===== src/pkg/soec_defs.svh =====
// Constants of the serial output-enable configuration block
`ifndef SOEC_DEFS_SVH
`define SOEC_DEFS_SVH
// ==========================================
// Widths and field positions
`define SOEC_SHIFT_W      11
`define SOEC_NUM_PAIRS    10
`define SOEC_SEL_BIT      10
`define SOEC_COMMIT_COUNT 4'hB
// ==========================================
// Reset values
`define SOEC_CTRL_RESET   11'h7FF
// ==========================================
// Timing: start-up time after re-enable, in ns
`define SOEC_STARTUP_NS     1000
`define SOEC_CLK_PERIOD_NS  8
`define SOEC_STARTUP_CYCLES ((`SOEC_STARTUP_NS + `SOEC_CLK_PERIOD_NS - 1) / `SOEC_CLK_PERIOD_NS)
`endif


===== src/pkg/soec_pkg.sv =====
// Types of the serial output-enable configuration block
package soec_pkg;
  // ==========================================
  // Configuration sequencer states
  typedef enum logic [1:0] {
    SOEC_SHIFTING  = 2'b00,
    SOEC_COMMITTED = 2'b01
  } soec_state_e;
  // ==========================================
  // Committed control word
  typedef struct packed {
    logic       clk_select;  // Input clock choice
    logic [9:0] pair_enable; // Output pair enables, index = pair number
  } soec_ctrl_s;
endpackage : soec_pkg


===== src/hw/soec_top.sv =====
// Serial output-enable and input-select configuration logic
// Overview of operation
// RQ1: Eleven-bit shift register feeds eleven-bit control register
// RQ2: Mode pin high programs, low is standard
// RQ3: Each shift edge loads data, shifts stages
// RQ4: Eleven pulses fill; twelfth commits control register
// RQ5: Serial bit k enables output pair nine-minus-k
// RQ6: Bit ten selects primary or secondary input
// RQ7: Enabled pair follows clock; disabled pair tristated
// RQ8: Shift pulse with mode low resets everything
// RQ9: Only one commit accepted per reset
// RQ10: Standard mode: all enabled, data pin selects
// RQ11: Undriven pins give standard mode, primary input
// RQ12: Controller keeps shift clock under maximum rate
// RQ13: Re-enabled pair waits start-up time before active
// RQ14: Shift and commit on rising shift edge
`timescale 1ns/10ps
`include "soec_defs.svh"
module soec_top #(
  parameter int STARTUP_CYCLES = `SOEC_STARTUP_CYCLES
) (
  // Core clock and reset
  input  wire logic       CORE_CLK,
  input  wire logic       RESETN,
  // Serial configuration pins
  input  wire logic       CONFIG_SHIFT_CLOCK,
  input  wire logic       SERIAL_CONFIG_IN,
  input  wire logic       PROGRAM_ENABLE,
  // Clock inputs, sampled as levels
  input  wire logic       PRIMARY_CLOCK_INPUT,
  input  wire logic       SECONDARY_CLOCK_INPUT,
  // Output pairs, index = pair number
  output logic [9:0]      OUTPUT_PAIR_TRUE,
  output logic [9:0]      OUTPUT_PAIR_COMP,
  output logic [9:0]      OUTPUT_PAIR_OE,
  // Committed control word for observation
  output soec_pkg::soec_ctrl_s CTRL_WORD
);
  import soec_pkg::*;

  // ==========================================
  // Reset release
  logic rst_meta_reg; // First reset stage
  logic rst_n;        // Released reset
  always_ff @(posedge CORE_CLK or negedge RESETN) begin
    if (!RESETN) begin
      rst_meta_reg <= 1'b0;
      rst_n        <= 1'b0;
    end else begin
      rst_meta_reg <= 1'b1;
      rst_n        <= rst_meta_reg;
    end
  end

  // ==========================================
  // Pin synchronisers
  logic sck_s;  // Shift clock, idles high
  logic sdi_s;  // Serial data, idles low
  logic pen_s;  // Mode pin, idles low
  logic ck0_s;  // Primary clock level
  logic ck1_s;  // Secondary clock level
  soec_sync #(.RESET_VAL(1'b1)) u_sck (.clk(CORE_CLK), .rst_n(rst_n),
    .din(CONFIG_SHIFT_CLOCK), .dout(sck_s)); // see RQ11
  soec_sync #(.RESET_VAL(1'b0)) u_sdi (.clk(CORE_CLK), .rst_n(rst_n),
    .din(SERIAL_CONFIG_IN), .dout(sdi_s));
  soec_sync #(.RESET_VAL(1'b0)) u_pen (.clk(CORE_CLK), .rst_n(rst_n),
    .din(PROGRAM_ENABLE), .dout(pen_s));
  soec_sync #(.RESET_VAL(1'b0)) u_ck0 (.clk(CORE_CLK), .rst_n(rst_n),
    .din(PRIMARY_CLOCK_INPUT), .dout(ck0_s));
  soec_sync #(.RESET_VAL(1'b0)) u_ck1 (.clk(CORE_CLK), .rst_n(rst_n),
    .din(SECONDARY_CLOCK_INPUT), .dout(ck1_s));

  // ==========================================
  // Shift clock edge detection
  logic sck_prev_reg; // Previous shift clock level
  always_ff @(posedge CORE_CLK or negedge rst_n) begin
    if (!rst_n) sck_prev_reg <= 1'b1;
    else        sck_prev_reg <= sck_s;
  end
  wire sck_rise = sck_s & ~sck_prev_reg; // see RQ14

  // ==========================================
  // Sequencer state
  soec_state_e state_reg, state_next;        // Shift or done
  logic [10:0] shift_reg, shift_next;        // Serial shift stages
  soec_ctrl_s  ctrl_reg, ctrl_next;          // Committed control word
  logic [3:0]  count_reg, count_next;        // Pulses since reset

  // Serial bit k lands at shift_reg[k] after eleven pulses
  wire [10:0] shifted = {sdi_s, shift_reg[10:1]};      // see RQ3
  wire        prog_mode = pen_s;                       // see RQ2
  wire        reset_evt = sck_rise & ~prog_mode;       // see RQ8
  wire        shift_evt = sck_rise & prog_mode & (state_reg == SOEC_SHIFTING);
  wire        commit    = shift_evt & (count_reg == `SOEC_COMMIT_COUNT); // see RQ4
  wire [9:0]  reversed;                                // Pair order of bits
  genvar gi;
  generate
    for (gi = 0; gi < `SOEC_NUM_PAIRS; gi++) begin : g_rev
      assign reversed[gi] = shift_reg[9 - gi];         // see RQ5
    end
  endgenerate

  // Next-state logic
  always_comb begin
    state_next = state_reg;
    shift_next = shift_reg;
    ctrl_next  = ctrl_reg;
    count_next = count_reg;
    if (reset_evt) begin
      // Restart configuration
      state_next = SOEC_SHIFTING;                      // see RQ8
      shift_next = '0;
      ctrl_next  = soec_ctrl_s'(`SOEC_CTRL_RESET);
      count_next = '0;
    end else if (commit) begin
      // Twelfth pulse: commit, then lock
      ctrl_next.pair_enable = reversed;                // see RQ1
      ctrl_next.clk_select  = shift_reg[`SOEC_SEL_BIT];// see RQ6
      state_next = SOEC_COMMITTED;                     // see RQ9
    end else if (shift_evt) begin
      // Shift pulse
      shift_next = shifted;                            // see RQ3
      count_next = count_reg + 4'h1;
    end
  end

  // State registers
  always_ff @(posedge CORE_CLK or negedge rst_n) begin
    if (!rst_n) begin
      state_reg <= SOEC_SHIFTING;
      shift_reg <= '0;
      ctrl_reg  <= soec_ctrl_s'(`SOEC_CTRL_RESET);
      count_reg <= '0;
    end else begin
      state_reg <= state_next;
      shift_reg <= shift_next;
      ctrl_reg  <= ctrl_next;
      count_reg <= count_next;
    end
  end

  // ==========================================
  // Effective selection and enables
  wire [9:0] eff_en  = prog_mode ? ctrl_reg.pair_enable : 10'h3_FF; // see RQ10
  wire       eff_sel = prog_mode ? ctrl_reg.clk_select : sdi_s;     // see RQ10
  wire       clk_sel = eff_sel ? ck1_s : ck0_s;                     // see RQ6

  // Start-up timers for re-enabled pairs
  localparam int CW = $clog2(STARTUP_CYCLES + 1);
  logic [9:0] prev_en_reg;            // Enables in the previous cycle
  logic [9:0] active;                 // Pair is live
  always_ff @(posedge CORE_CLK or negedge rst_n) begin
    if (!rst_n) prev_en_reg <= 10'h3_FF;
    else        prev_en_reg <= eff_en;
  end
  generate
    for (gi = 0; gi < `SOEC_NUM_PAIRS; gi++) begin : g_pair
      logic [CW-1:0] wait_reg; // Cycles left before pair drives
      always_ff @(posedge CORE_CLK or negedge rst_n) begin
        if (!rst_n) wait_reg <= '0;
        else if (!eff_en[gi]) wait_reg <= '0;
        else if (!prev_en_reg[gi]) wait_reg <= CW'(STARTUP_CYCLES); // see RQ13
        else if (wait_reg != '0) wait_reg <= wait_reg - CW'(1);
      end
      assign active[gi] = eff_en[gi] & prev_en_reg[gi] & (wait_reg == '0);
    end
  endgenerate

  // ==========================================
  // Output registers
  always_ff @(posedge CORE_CLK or negedge rst_n) begin
    if (!rst_n) begin
      OUTPUT_PAIR_TRUE <= '0;
      OUTPUT_PAIR_COMP <= '0;
      OUTPUT_PAIR_OE   <= '0;
      CTRL_WORD        <= soec_ctrl_s'(`SOEC_CTRL_RESET);
    end else begin
      OUTPUT_PAIR_TRUE <= active & {10{clk_sel}};  // see RQ7
      OUTPUT_PAIR_COMP <= active & {10{~clk_sel}};
      OUTPUT_PAIR_OE   <= active;                  // see RQ7
      CTRL_WORD        <= ctrl_reg;
    end
  end

  // ==========================================
  // Assertions
  // Cycles spent in standard mode, saturating; feeds the enable check
  int std_cnt_reg;
  always_ff @(posedge CORE_CLK or negedge rst_n) begin
    if (!rst_n)                                std_cnt_reg <= 0;
    else if (prog_mode)                        std_cnt_reg <= 0;
    else if (std_cnt_reg < STARTUP_CYCLES + 3) std_cnt_reg <= std_cnt_reg + 1;
  end
  a_commit_locks: assert property (@(posedge CORE_CLK) disable iff (!rst_n) // see RQ9
    state_reg == SOEC_COMMITTED && !reset_evt |=> $stable(ctrl_reg))
    else $error("control word changed after commit");
  a_reset_clears: assert property (@(posedge CORE_CLK) disable iff (!rst_n) // see RQ8
    reset_evt |=> count_reg == 4'h0 && state_reg == SOEC_SHIFTING)
    else $error("reset pulse did not clear sequencer");
  a_commit_twelfth: assert property (@(posedge CORE_CLK) disable iff (!rst_n) // see RQ4
    $rose(state_reg == SOEC_COMMITTED) |-> $past(count_reg) == 4'hB)
    else $error("commit not on twelfth pulse");
  a_shift_data: assert property (@(posedge CORE_CLK) disable iff (!rst_n) // see RQ3
    shift_evt && !commit |=> shift_reg[10] == $past(sdi_s))
    else $error("serial data not loaded into first stage");
  a_pair_order: assert property (@(posedge CORE_CLK) disable iff (!rst_n) // see RQ5
    commit |=> ctrl_reg.pair_enable[9] == $past(shift_reg[0]))
    else $error("bit zero not mapped to pair nine");
  a_select_bit: assert property (@(posedge CORE_CLK) disable iff (!rst_n) // see RQ6
    commit |=> ctrl_reg.clk_select == $past(shift_reg[10]))
    else $error("select bit not committed");
  a_std_enable: assert property (@(posedge CORE_CLK) disable iff (!rst_n) // see RQ10
    std_cnt_reg == STARTUP_CYCLES + 3 |-> OUTPUT_PAIR_OE == 10'h3_FF)
    else $error("standard mode did not enable all pairs");
  a_disabled_tri: assert property (@(posedge CORE_CLK) disable iff (!rst_n) // see RQ7
    !eff_en[0] |=> !OUTPUT_PAIR_OE[0])
    else $error("disabled pair still driven");
  a_startup_wait: assert property (@(posedge CORE_CLK) disable iff (!rst_n) // see RQ13
    $rose(eff_en[0]) |=> !OUTPUT_PAIR_OE[0] ##1 !OUTPUT_PAIR_OE[0])
    else $error("re-enabled pair driven before start-up time");
endmodule : soec_top


===== src/hw/soec_sync.sv =====
// Two-flop synchroniser for one pin level
`timescale 1ns/10ps
module soec_sync #(
  parameter logic RESET_VAL = 1'b0
) (
  // Clock and reset
  input  wire logic clk,
  input  wire logic rst_n,
  // Level in and out
  input  wire logic din,
  output logic      dout
);
  logic meta_reg; // First stage, read only by dout
  // Two flops in series
  always_ff @(posedge clk or negedge rst_n) begin
    if (!rst_n) begin
      meta_reg <= RESET_VAL;
      dout     <= RESET_VAL;
    end else begin
      meta_reg <= din;
      dout     <= meta_reg;
    end
  end
endmodule : soec_sync


===== config.mk =====
export PLATFORM = sky130hd
export DESIGN_NAME = soec_top
export DESIGN_NICKNAME = d
export VERILOG_FILES = /design/src/pkg/soec_pkg.sv /design/src/hw/soec_top.sv /design/src/hw/soec_sync.sv
export VERILOG_INCLUDE_DIRS = /design/src /design/src/pkg
export SDC_FILE = /design/constraint.sdc
export NUM_CORES = 1
export LEC_CHECK = 0
export ABC_AREA = 1
export ABC_CLOCK_PERIOD_IN_PS = 7500
export BUFFER_PORTS_ARGS = -buffer_cell sky130_fd_sc_hd__buf_2
export CAP_MARGIN = 20
export CORE_UTILIZATION = 65
export DETAILED_ROUTE_END_ITERATION = 12
export PLACE_DENSITY = 0.91
export SLEW_MARGIN = 20
export SYNTH_ARGS = -nofsm -noshare
export SYNTH_HDL_FRONTEND = slang
export SYNTH_SLANG_ARGS = --single-unit

===== constraint.sdc =====
create_clock -name CORE_CLK -period 7.5 [get_ports CORE_CLK]
set_input_delay 1.5 -clock CORE_CLK [delete_from_list [all_inputs] [get_ports CORE_CLK]]
set_output_delay 1.5 -clock CORE_CLK [all_outputs]
set_load 0.005 [all_outputs]

==> run_results.csv, run 1 <==
group,metric,value,unit
clock_network,cts_tree,"done",
sta,fin_crit_sh,35.6,%
worst_setup_path,critPathLaunchType,"flop",
synth,yosys.area.top_type,"dfrtp_1",
worst_hold_path,hold_path.class,"flop to flop",
worst_setup_path,critical_path.max_stage_delay,0.52,ns
finish,fillers,643,
synth,synth.distinct_cells,25,
sta,maxSlewViolCount,0,
clock_network,clkSinkCount,161,
floorplanning,start_util,68.0,%
synth,syn_nets,871,
sta,tightestPinTransition,0.991,ns
synth,yosysSeqAreaShare,57.3,%
global_routing,track_usage,29.8,%
global_routing,grt_max_degree,82,
routing,routed_wl,15300,um
finish,largest_reg_flops,70,
clock_network,clkSlewWorstSetupHoldPaths,0.07,ns
clock_network,postCtsSetupBuffers,0,
sta,finalSetupViolCount,0,
global_routing,grt_overflow,0,
floorplanning,fp-row-count,37,
routing,wl_met2,7700,um
synth,synth_seq_cells,161,
sta,timing.final.hold_violations,0,
routing,vias,5832,
worst_setup_path,slowest_stage,"dfstp_2",
sta,tns,0,ns
clock_network,post_cts_resized,0,
finish,regArea,4080,um2
routing,ant_nets,0,
sta,max_freq,375,MHz
synth,syn_inst,848,
power,p_leak,4.46,nW
routing,wl_met3,930,um
worst_setup_path,crit_buf_inv,1,
sta,holdWs,0.352,ns
synth,ys.warnings.count,0,
sta,maxSlewHeadroom,33.9,%
worst_setup_path,critPathMaxFanout,1,
worst_setup_path,critPathArrivalTime,1.17,ns
finish,final_common_cell,"nand2_1",
floorplanning,core_area,10500,um2
worst_setup_path,cp_top_family,"flip-flops",
clock_network,cts_buffer_depth,2,
worst_setup_path,end_kind,"output pin",
sta,rsz0062_at_grt,"false",
synth,synth_edf_count,0,
routing,post-route-drc-count,0,
synth,synthArstFlopShare,100,%
floorplanning,fp.dieH,107,um
finish,multi_input_area,2570,um2
synth,syn_avg_cell_area,8.38,um2
clock_network,cts_buffers,17,
floorplanning,die_x,107,um
worst_setup_path,path_cells,"buf_2",
routing,drt_iter0_drc,486,
worst_setup_path,critical_path_class,"flop to output pin",
floorplanning,die_area,11400,um2
clock_network,postCtsHoldBufs,0,
placed_design,hpwl,9250,um
routing,topRoutingLayerUsed,"met4",
global_routing,antenna_found_initial,0,
clock_network,clock_latency,0.54,ns
finish,nNetsFinal,931,
finish,area_growth,14.0,%
synth,synth_ff_type,"dfrtp_1",
routing,avgRoutedWirePerCell,14.5,um
placed_design,gp_congestion,0.901,
job,maxCapViolCount,0,
finish,most-common-layout-cells,"nand2_1 (212), nor2_1 (174), dfrtp_1 (125), inv_1 (106)",
synth,synth_area,7110,um2
clock_network,htreeDepth,4,
worst_setup_path,cp_data_required_time,6.00,ns
power,p_per_area,380,nW/um2
power,vdd_drop_max,0.213,mV
synth,ys_top_cells_by_area,"dfrtp_1 (44%), dfstp_2 (13%), nand2_1 (11%), nor2_1 (9.2%), inv_1 (5.6%)",
placed_design,io_buffers,47,
routing,wl_met1,6250,um
finish,drive_above_1_share,15.1,%
global_routing,grt_pass1_vias,5716,
routing,via_per_inst,5.52,
finish,antennaDiodeCount,0,
run_status,outcome,"complete, no violations",
sta,fin_skew,0.00701,ns
synth,synth.top_cell.area_share,44.4,%
sta,final.min_clock_period,2.67,ns
floorplanning,io_pins,48,
clock_network,cts-root-buf,"clkbuf_8",
global_routing,grt_pass1_wl,26300,um
routing,drt-pass1-iter-count,6,
worst paths after layout:
check / cells after the start / to / slack, ns / start
setup reg to reg: 6 / count_reg[3] / 5.45 / u_pen.dout
max in group asynchronous: 1 / g_pair[5].wait_reg[0] / 5.50 / rst_n
min in group asynchronous: 0 / g_pair[4].wait_reg[2] / 0.48 / rst_n
setup / recovery: 1 / CTRL_WORD[3] / 4.83 / CTRL_WORD[3]
hold / removal: 0 / u_pen.dout / 0.35 / u_pen.meta_reg
hold reg to reg: 0 / u_pen.dout / 0.35 / u_pen.meta_reg
worst reg2reg max path, delay by kind of cell (launching register included):
family        cells  cell delay, ns
simple gates      6            1.33
flops             1            0.66
cell families after synthesis:
kind of cell	Yosys count	synth area share (%)
flip-flops	161	57.3
adder cells (fa/ha/maj)	16	2.82
AND/OR/NAND/NOR	489	28.7
XOR/XNOR	1	0.123
buffers and inverters	116	6.53
AO/OA/AOI/OAI	64	4.51
other	1	0.0527
layer usage:
| metal | up-vias | GRT usage (%) |
|---|---|---|
| met2 | 242 | 49.2 |
| met5 | - | 0 |
| met3 | 49 | 7.36 |
| met1 | 2786 | 37.6 |
| li1 | 2755 | - |
| met4 | 0 | 12.8 |
report_power, final:
group | internal, mW | leakage, nW | total [mW] | switching, mW
registers | 1.09 | 1.96 | 1.30 | 0.203
logic | 0.325 | 2.20 | 0.892 | 0.567
clock network | 0.546 | 0.298 | 0.892 | 0.346
total | 1.96 | 4.46 | 3.08 | 1.12
synthesized netlist by cell type, types with 2 or more instances:
master	number
nand3_1	47
nor2_4	2
buf_2	4
a21oi_1	26
dfstp_2	35
ha_1	16
inv_1	106
nand4_1	8
dfrtp_1	126
nand3_2	6
nor2_1	174
nand2_2	3
nor3_1	26
nor2_2	9
o21ai_0	37
buf_4	3
nand2_1	212
metrics by stage:
stage / std cells / worst slack (ns) / area (um2) / power [mW] / util [%]
4_1_cts: 1057 / 4.83 / 8100 / 3.08 / 77.4
3_3_place_gp: 1025 / 5.40 / 7480 / 2.08 / 71.5
6_report: 1057 / 4.83 / 8100 / 3.08 / 77.4
5_1_grt: 1057 / 4.82 / 8100 / 3.29 / 77.4
3_5_place_dp: 1025 / 5.37 / 7480 / 2.14 / 71.5
2_1_floorplan: 848 / 2.74 / 7110 / 1.94 / -
area by class of cell:
cell class,instances,area share [%]
sequential,161,50.3
multi-input combinational,571,31.8
clock buffer,22,5.84
inverter,108,5.07
timing repair buffer,49,3.09
tap,136,2.10
clock inverter,10,1.84
No activity file was read; power rests on OpenSTA's default activity.
==> inputs of run 2 (changes only) <==
--- a/config.mk
+++ b/config.mk
@@ -7,12 +7,12 @@
 export NUM_CORES = 1
 export LEC_CHECK = 0
 export ABC_AREA = 1
-export ABC_CLOCK_PERIOD_IN_PS = 7500
+export ABC_CLOCK_PERIOD_IN_PS = 2200
 export BUFFER_PORTS_ARGS = -buffer_cell sky130_fd_sc_hd__buf_2
 export CAP_MARGIN = 20
-export CORE_UTILIZATION = 65
+export CORE_UTILIZATION = 54
 export DETAILED_ROUTE_END_ITERATION = 12
-export PLACE_DENSITY = 0.91
+export PLACE_DENSITY = 0.81
 export SLEW_MARGIN = 20
 export SYNTH_ARGS = -nofsm -noshare
 export SYNTH_HDL_FRONTEND = slang
==> constraint.sdc (replaced) <==
create_clock -name CORE_CLK -period 2.2 [get_ports CORE_CLK]
set_input_delay 0.44 -clock CORE_CLK [delete_from_list [all_inputs] [get_ports CORE_CLK]]
set_output_delay 0.44 -clock CORE_CLK [all_outputs]
set_load 0.005 [all_outputs]
==> run 2 against run 1 <==
  * Clock power rose to 3.4 times the previous value
  * Sequential cell count unchanged
  * First-iteration DRC count down 26%
  * Critical path depth is 6 higher
  * Routed wire length fell by 9.3%
  * Utilization shrank 13 points
  * Clock-buffer cell count is 1 higher
  * Register-to-register slack got worse by 4.9 ns
  * Total power increased to 3.3 times the previous value
  * Global-route usage fell by 6.7 points
  * Clock skew hardly changed
  * Final cell count rose by 3.8%
  * Largest power group unchanged
==> run_results.csv, run 2 (synthesized netlist as in run 1, its figures left out) <==
group,metric,value,unit
clock_network,cts_tree,"done",
placed_design,place_area,7580,um2
placed_design,hpwl,9490,um
power,p_per_area,1250,nW/um2
finish,drive_above_1_share,15.1,%
finish,nNetsFinal,935,
floorplanning,die_x,117,um
finish,area_growth,15.4,%
job,maxCapViolCount,0,
worst_hold_path,worstHoldStart,"CONFIG_SHIFT_CLOCK",
run_status,outcome,"complete, no violations",
floorplanning,start_util,55.9,%
routing,via_per_inst,4.97,
finish,stdcell_area,8210,um2
clock_network,htreeDepth,4,
routing,avgRoutedWirePerCell,12.6,um
power,vdd_drop_max,0.778,mV
global_routing,grt_max_degree,50,
worst_setup_path,critPathLaunchType,"flop",
global_routing,grt_pass1_wl,24000,um
clock_network,cts_buffers,17,
floorplanning,die_area,13600,um2
worst_hold_path,hold_path.class,"input port to flop",
power,p_comb_share,28.3,%
worst_setup_path,critical_path.max_stage_delay,0.54,ns
worst_setup_path,end_kind,"flop",
placed_design,dp_cells,1064,
placed_design,gp_congestion,0.874,
sta,timing.final.hold_violations,0,
global_routing,antenna_found_initial,0,
worst_setup_path,path_cells,"nand2_1 > nor2_2 > inv_1 > nand2_1 > nand2_2 > nand2_1 > nand2_1",
floorplanning,core_area,12700,um2
sta,tns,0,ns
sta,fin_crit_sh,77.0,%
finish,antennaDiodeCount,0,
worst_setup_path,critical_path_class,"flop to flop",
worst_setup_path,cp_data_required_time,2.50,ns
routing,vias,5449,
routing,routed_wl,13900,um
finish,most-common-layout-cells,"nand2_1 (212), nor2_1 (174), dfrtp_1 (125), inv_1 (106)",
sta,maxSlewViolCount,0,
worst_setup_path,cp-startpoint,"u_sck.dout",
worst_setup_path,crit_top_cell,"nand2_1",
floorplanning,fp-row-count,41,
sta,maxSlewHeadroom,62.9,%
global_routing,grt_overflow,0,
clock_network,cts_buffer_depth,2,
finish,largest_reg_flops,70,
clock_network,clkSinkCount,161,
power,p_int,6.72,mW
finish,regArea,4080,um2
placed_design,io_buffers,47,
sta,max_freq,590,MHz
global_routing,track_usage,23.1,%
power,p_clk_share,29.2,%
worst_setup_path,r2r_start,"u_sck.dout",
power,seqPwrFrac,42.5,%
clock_network,clock_latency,0.42,ns
global_routing,grt_pass1_vias,5232,
routing,ant_nets,0,
worst_setup_path,critPathMaxFanout,15,
finish,final_common_cell,"nand2_1",
sta,final.min_clock_period,1.70,ns
sta,finalSetupViolCount,0,
finish,instances_no_fill,1097,
finish,fillers,1033,
floorplanning,fp.dieH,117,um
clock_network,clkSlewWorstSetupHoldPaths,0.06,ns
clock_network,cts-root-buf,"clkbuf_16",
sta,fin_skew,0.00700,ns
power,p_leak,4.49,nW
worst_setup_path,slowest_stage,"dfstp_2",
routing,drt_iter0_drc,359,
worst_setup_path,critPathArrivalTime,2.00,ns
sta,tightestPinTransition,0.557,ns
sta,rsz0062_at_grt,"false",
floorplanning,io_pins,48,
power,netSwitchingFraction,34.7,%
routing,drt-pass1-iter-count,7,
finish,multi_input_area,2570,um2
finish,final_util,64.5,%
power,p_switching,3.56,mW
routing,post-route-drc-count,0,
-- run 2: through the flow --
step | hold WS [ns] | setup slack [ns] | total power [mW]
3_3_place_gp | 0.227 | 0.614 | 7.13
5_1_grt | 0.0980 | 0.340 | 11.2
3_5_place_dp | 0.230 | 0.538 | 7.26
6_report | 0.116 | 0.505 | 10.3
4_1_cts | 0.0963 | 0.505 | 10.4
2_1_floorplan | 0.144 | 0.547 | 6.60
-- run 2: path summary, 6_finish.rpt --
| check | to | slack (ns) | depth (start not counted) |
|---|---|---|---|
| max in group asynchronous | CTRL_WORD[1] | 1.17 | 1 |
| worst max register to register | shift_reg[5] | 0.50 | 7 |
| worst min-delay path | u_sck.meta_reg | 0.12 | 1 |
| worst max-delay path | shift_reg[5] | 0.50 | 7 |
| worst min register to register | g_pair[4].wait_reg[5] | 0.33 | 0 |
| min in group asynchronous | rst_meta_reg | 0.33 | 2 |
-- run 2: area by class of cell --
cell class / count / share of cell area, %
Sequential cell: 161 / 49.7
Multi-Input combinational cell: 571 / 31.4
Clock buffer: 23 / 5.82
Inverter: 108 / 5.00
Timing Repair Buffer: 53 / 3.90
Tap cell: 172 / 2.62
Clock inverter: 9 / 1.62
-- run 2: layer usage --
metal	wire, um	global-route usage [%]
met4	151	8.44
met2	6840	38.1
met3	572	6.12
met1	6300	29.5
met5	0	0
-- run 2: worst max-delay path, delay by kind of cell (launching register included) --
family	cells	cell delay, ns
buffers and inverters	1	0.22
AND/OR/NAND/NOR	6	0.81
flip-flops	1	0.54
-- run 2: power groups by stage --
stage | logic, mW | registers, mW | clock network (mW)
3_3_place_gp | 2.75 | 4.37 | 0
3_5_place_dp | 2.87 | 4.39 | 0
4_1_cts | 2.92 | 4.36 | 3.07
6_report | 2.91 | 4.37 | 3.00
5_1_grt | 3.46 | 4.50 | 3.21
2_1_floorplan | 2.32 | 4.27 | 0
-- run 2: what timing repair did --
action,4_1_cts,5_1_grt
resized for setup,0,0
hold endpoints to repair,2,0
setup buffers,0,0
hold buffers,1,0
endpoints found under the setup margin,0,0
==> inputs of run 3 (changes only) <==
--- a/config.mk
+++ b/config.mk
@@ -7,12 +7,12 @@
 export NUM_CORES = 1
 export LEC_CHECK = 0
 export ABC_AREA = 1
-export ABC_CLOCK_PERIOD_IN_PS = 2200
+export ABC_CLOCK_PERIOD_IN_PS = 1630
 export BUFFER_PORTS_ARGS = -buffer_cell sky130_fd_sc_hd__buf_2
 export CAP_MARGIN = 20
-export CORE_UTILIZATION = 54
+export CORE_UTILIZATION = 60
 export DETAILED_ROUTE_END_ITERATION = 12
-export PLACE_DENSITY = 0.81
+export PLACE_DENSITY = 0.85
 export SLEW_MARGIN = 20
 export SYNTH_ARGS = -nofsm -noshare
 export SYNTH_HDL_FRONTEND = slang
==> constraint.sdc (replaced) <==
create_clock -name CORE_CLK -period 1.63 [get_ports CORE_CLK]
set_input_delay 0.326 -clock CORE_CLK [delete_from_list [all_inputs] [get_ports CORE_CLK]]
set_output_delay 0.326 -clock CORE_CLK [all_outputs]
set_load 0.005 [all_outputs]
==> run 3 against run 2 <==
  * Die area shrank 9.8%
  * Hold slack gained 0.095 ns
  * Largest cell class unchanged
  * Critical endpoint is now g_pair[6].wait_reg[6]
  * Sequential share of layout area shrank 0.52 points
==> run_results.csv, run 3 (synthesized netlist as in run 1, its figures left out) <==
group,metric,value,unit
floorplanning,io_pins,48,
finish,antennaDiodeCount,0,
worst_setup_path,slowest_stage,"dfrtp_1",
power,p_leak,4.55,nW
sta,rsz0062_at_grt,"false",
routing,via_per_inst,5.22,
sta,finalSetupViolCount,0,
sta,tns,0,ns
worst_setup_path,critPathArrivalTime,1.82,ns
run_status,outcome,"complete, no violations",
sta,max_freq,667,MHz
clock_network,cts_tree,"done",
worst_setup_path,cp_top_family,"simple AND/OR/NAND/NOR gates",
power,p_clk_share,29.8,%
clock_network,clkSinkCount,161,
placed_design,dp_cells,1042,
worst_setup_path,end_kind,"flop",
placed_design,io_buffers,47,
job,maxCapViolCount,0,
sta,timing.final.hold_violations,0,
worst_setup_path,critPathMaxFanout,7,
placed_design,gp_congestion,0.892,
clock_network,clkSlewWorstSetupHoldPaths,0.06,ns
power,p_int,9.20,mW
routing,drt_iter0_drc,413,
worst_setup_path,cp-startpoint,"u_pen.dout",
power,seqPwrFrac,41.8,%
worst_setup_path,cp_data_required_time,1.95,ns
placed_design,hpwl,9260,um
floorplanning,die_area,12300,um2
finish,instances_no_fill,1080,
clock_network,htreeDepth,4,
power,p_comb_share,28.4,%
power,p_switching,4.94,mW
worst_setup_path,critical_path.max_stage_delay,0.49,ns
clock_network,clock_latency,0.42,ns
finish,largest_reg_flops,70,
worst_setup_path,crit_buf_inv,2,
clock_network,cts_buffers,17,
finish,most-common-layout-cells,"nand2_1 (212), nor2_1 (174), dfrtp_1 (125), inv_1 (106)",
finish,final_util,72.3,%
floorplanning,start_util,62.0,%
routing,avgRoutedWirePerCell,12.9,um
global_routing,grt_max_degree,62,
floorplanning,core_area,11500,um2
finish,area_growth,16.6,%
floorplanning,fp-row-count,39,
global_routing,grt_pass1_vias,5421,
worst_setup_path,critical_path_class,"flop to flop",
global_routing,track_usage,24.9,%
worst_setup_path,critPathLaunchType,"flop",
clock_network,cts-root-buf,"clkbuf_16",
power,p_per_area,1700,nW/um2
sta,maxSlewViolCount,0,
sta,fin_skew,0.00722,ns
routing,post-route-drc-count,0,
power,netSwitchingFraction,34.9,%
sta,fin_crit_sh,92.0,%
floorplanning,fp.dieH,111,um
sta,final.min_clock_period,1.50,ns
global_routing,grt_pass1_wl,24400,um
floorplanning,die_x,111,um
finish,nNetsFinal,947,
routing,routed_wl,14000,um
global_routing,grt_overflow,0,
finish,final_common_cell,"nand2_1",
clock_network,cts_buffer_depth,2,
worst_setup_path,r2r_start,"u_pen.dout",
power,p_total,14.1,mW
finish,drive_above_1_share,16.0,%
routing,drt-pass1-iter-count,5,
worst_hold_path,hold_path.class,"flop to async pin",
power,vdd_drop_max,1.35,mV
sta,holdWs,0.211,ns
global_routing,antenna_found_initial,0,
routing,ant_nets,0,
worst_setup_path,path_cells,"buf_4 > nand2_1 > nand3_1 > nor2_1 > nor2_1 > nand2_1 > inv_1",
routing,vias,5637,
## run 3: what timing repair did
item	CTS	global route
hold buffers	6	0
setup buffers	0	0
resized for setup	0	1
setup endpoints to repair	0	1
endpoints found under the hold margin	7	0
## run 3: power groups by stage
stage | Clock, mW | Sequential (mW) | Combinational [mW]
2_1_floorplan | 0 | 5.77 | 3.13
3_5_place_dp | 0 | 5.91 | 3.92
5_1_grt | 4.46 | 6.05 | 4.74
6_report | 4.21 | 5.90 | 4.02
3_3_place_gp | 0 | 5.88 | 3.72
4_1_cts | 4.27 | 5.88 | 4.02
## run 3: metal layers
metal | vias to the layer above | wire (um) | track usage [%]
li1 | 2795 | - | -
met3 | 40 | 654 | 6.29
met5 | - | 0 | 0
met1 | 2656 | 6130 | 32.2
met2 | 146 | 6770 | 39.7
met4 | 0 | 395 | 11.6
## run 3: stage by stage
stage | instance area [um2] | setup WS [ns]
floorplan | 7110 | -0.0234
global placement | 7590 | 0.177
detailed placement | 7590 | 0.173
CTS | 8290 | 0.147
global route | 8290 | 0.00711
finish | 8290 | 0.130
## run 3: path summary, 6_finish.rpt
check                           cells past startpoint  slack (ns)                    end
worst min register to register                      0        0.21      OUTPUT_PAIR_OE[4]
worst max-delay path                                7        0.13  g_pair[6].wait_reg[6]
min in group CORE_CLK                               0        0.35                  rst_n
worst max register to register                      7        0.13  g_pair[6].wait_reg[6]
worst min-delay path                                0        0.21      OUTPUT_PAIR_OE[4]
max in group asynchronous                           1        0.74         prev_en_reg[8]
## run 3: layout make-up
type | instances | area [um2]
clock buffer | 20 | 457
clock inverter | 12 | 183
fill | 815 | 3170
inverter | 108 | 410
multi-input combinational | 571 | 2580
sequential | 161 | 4080
tap | 143 | 179
timing repair buffer | 65 | 410
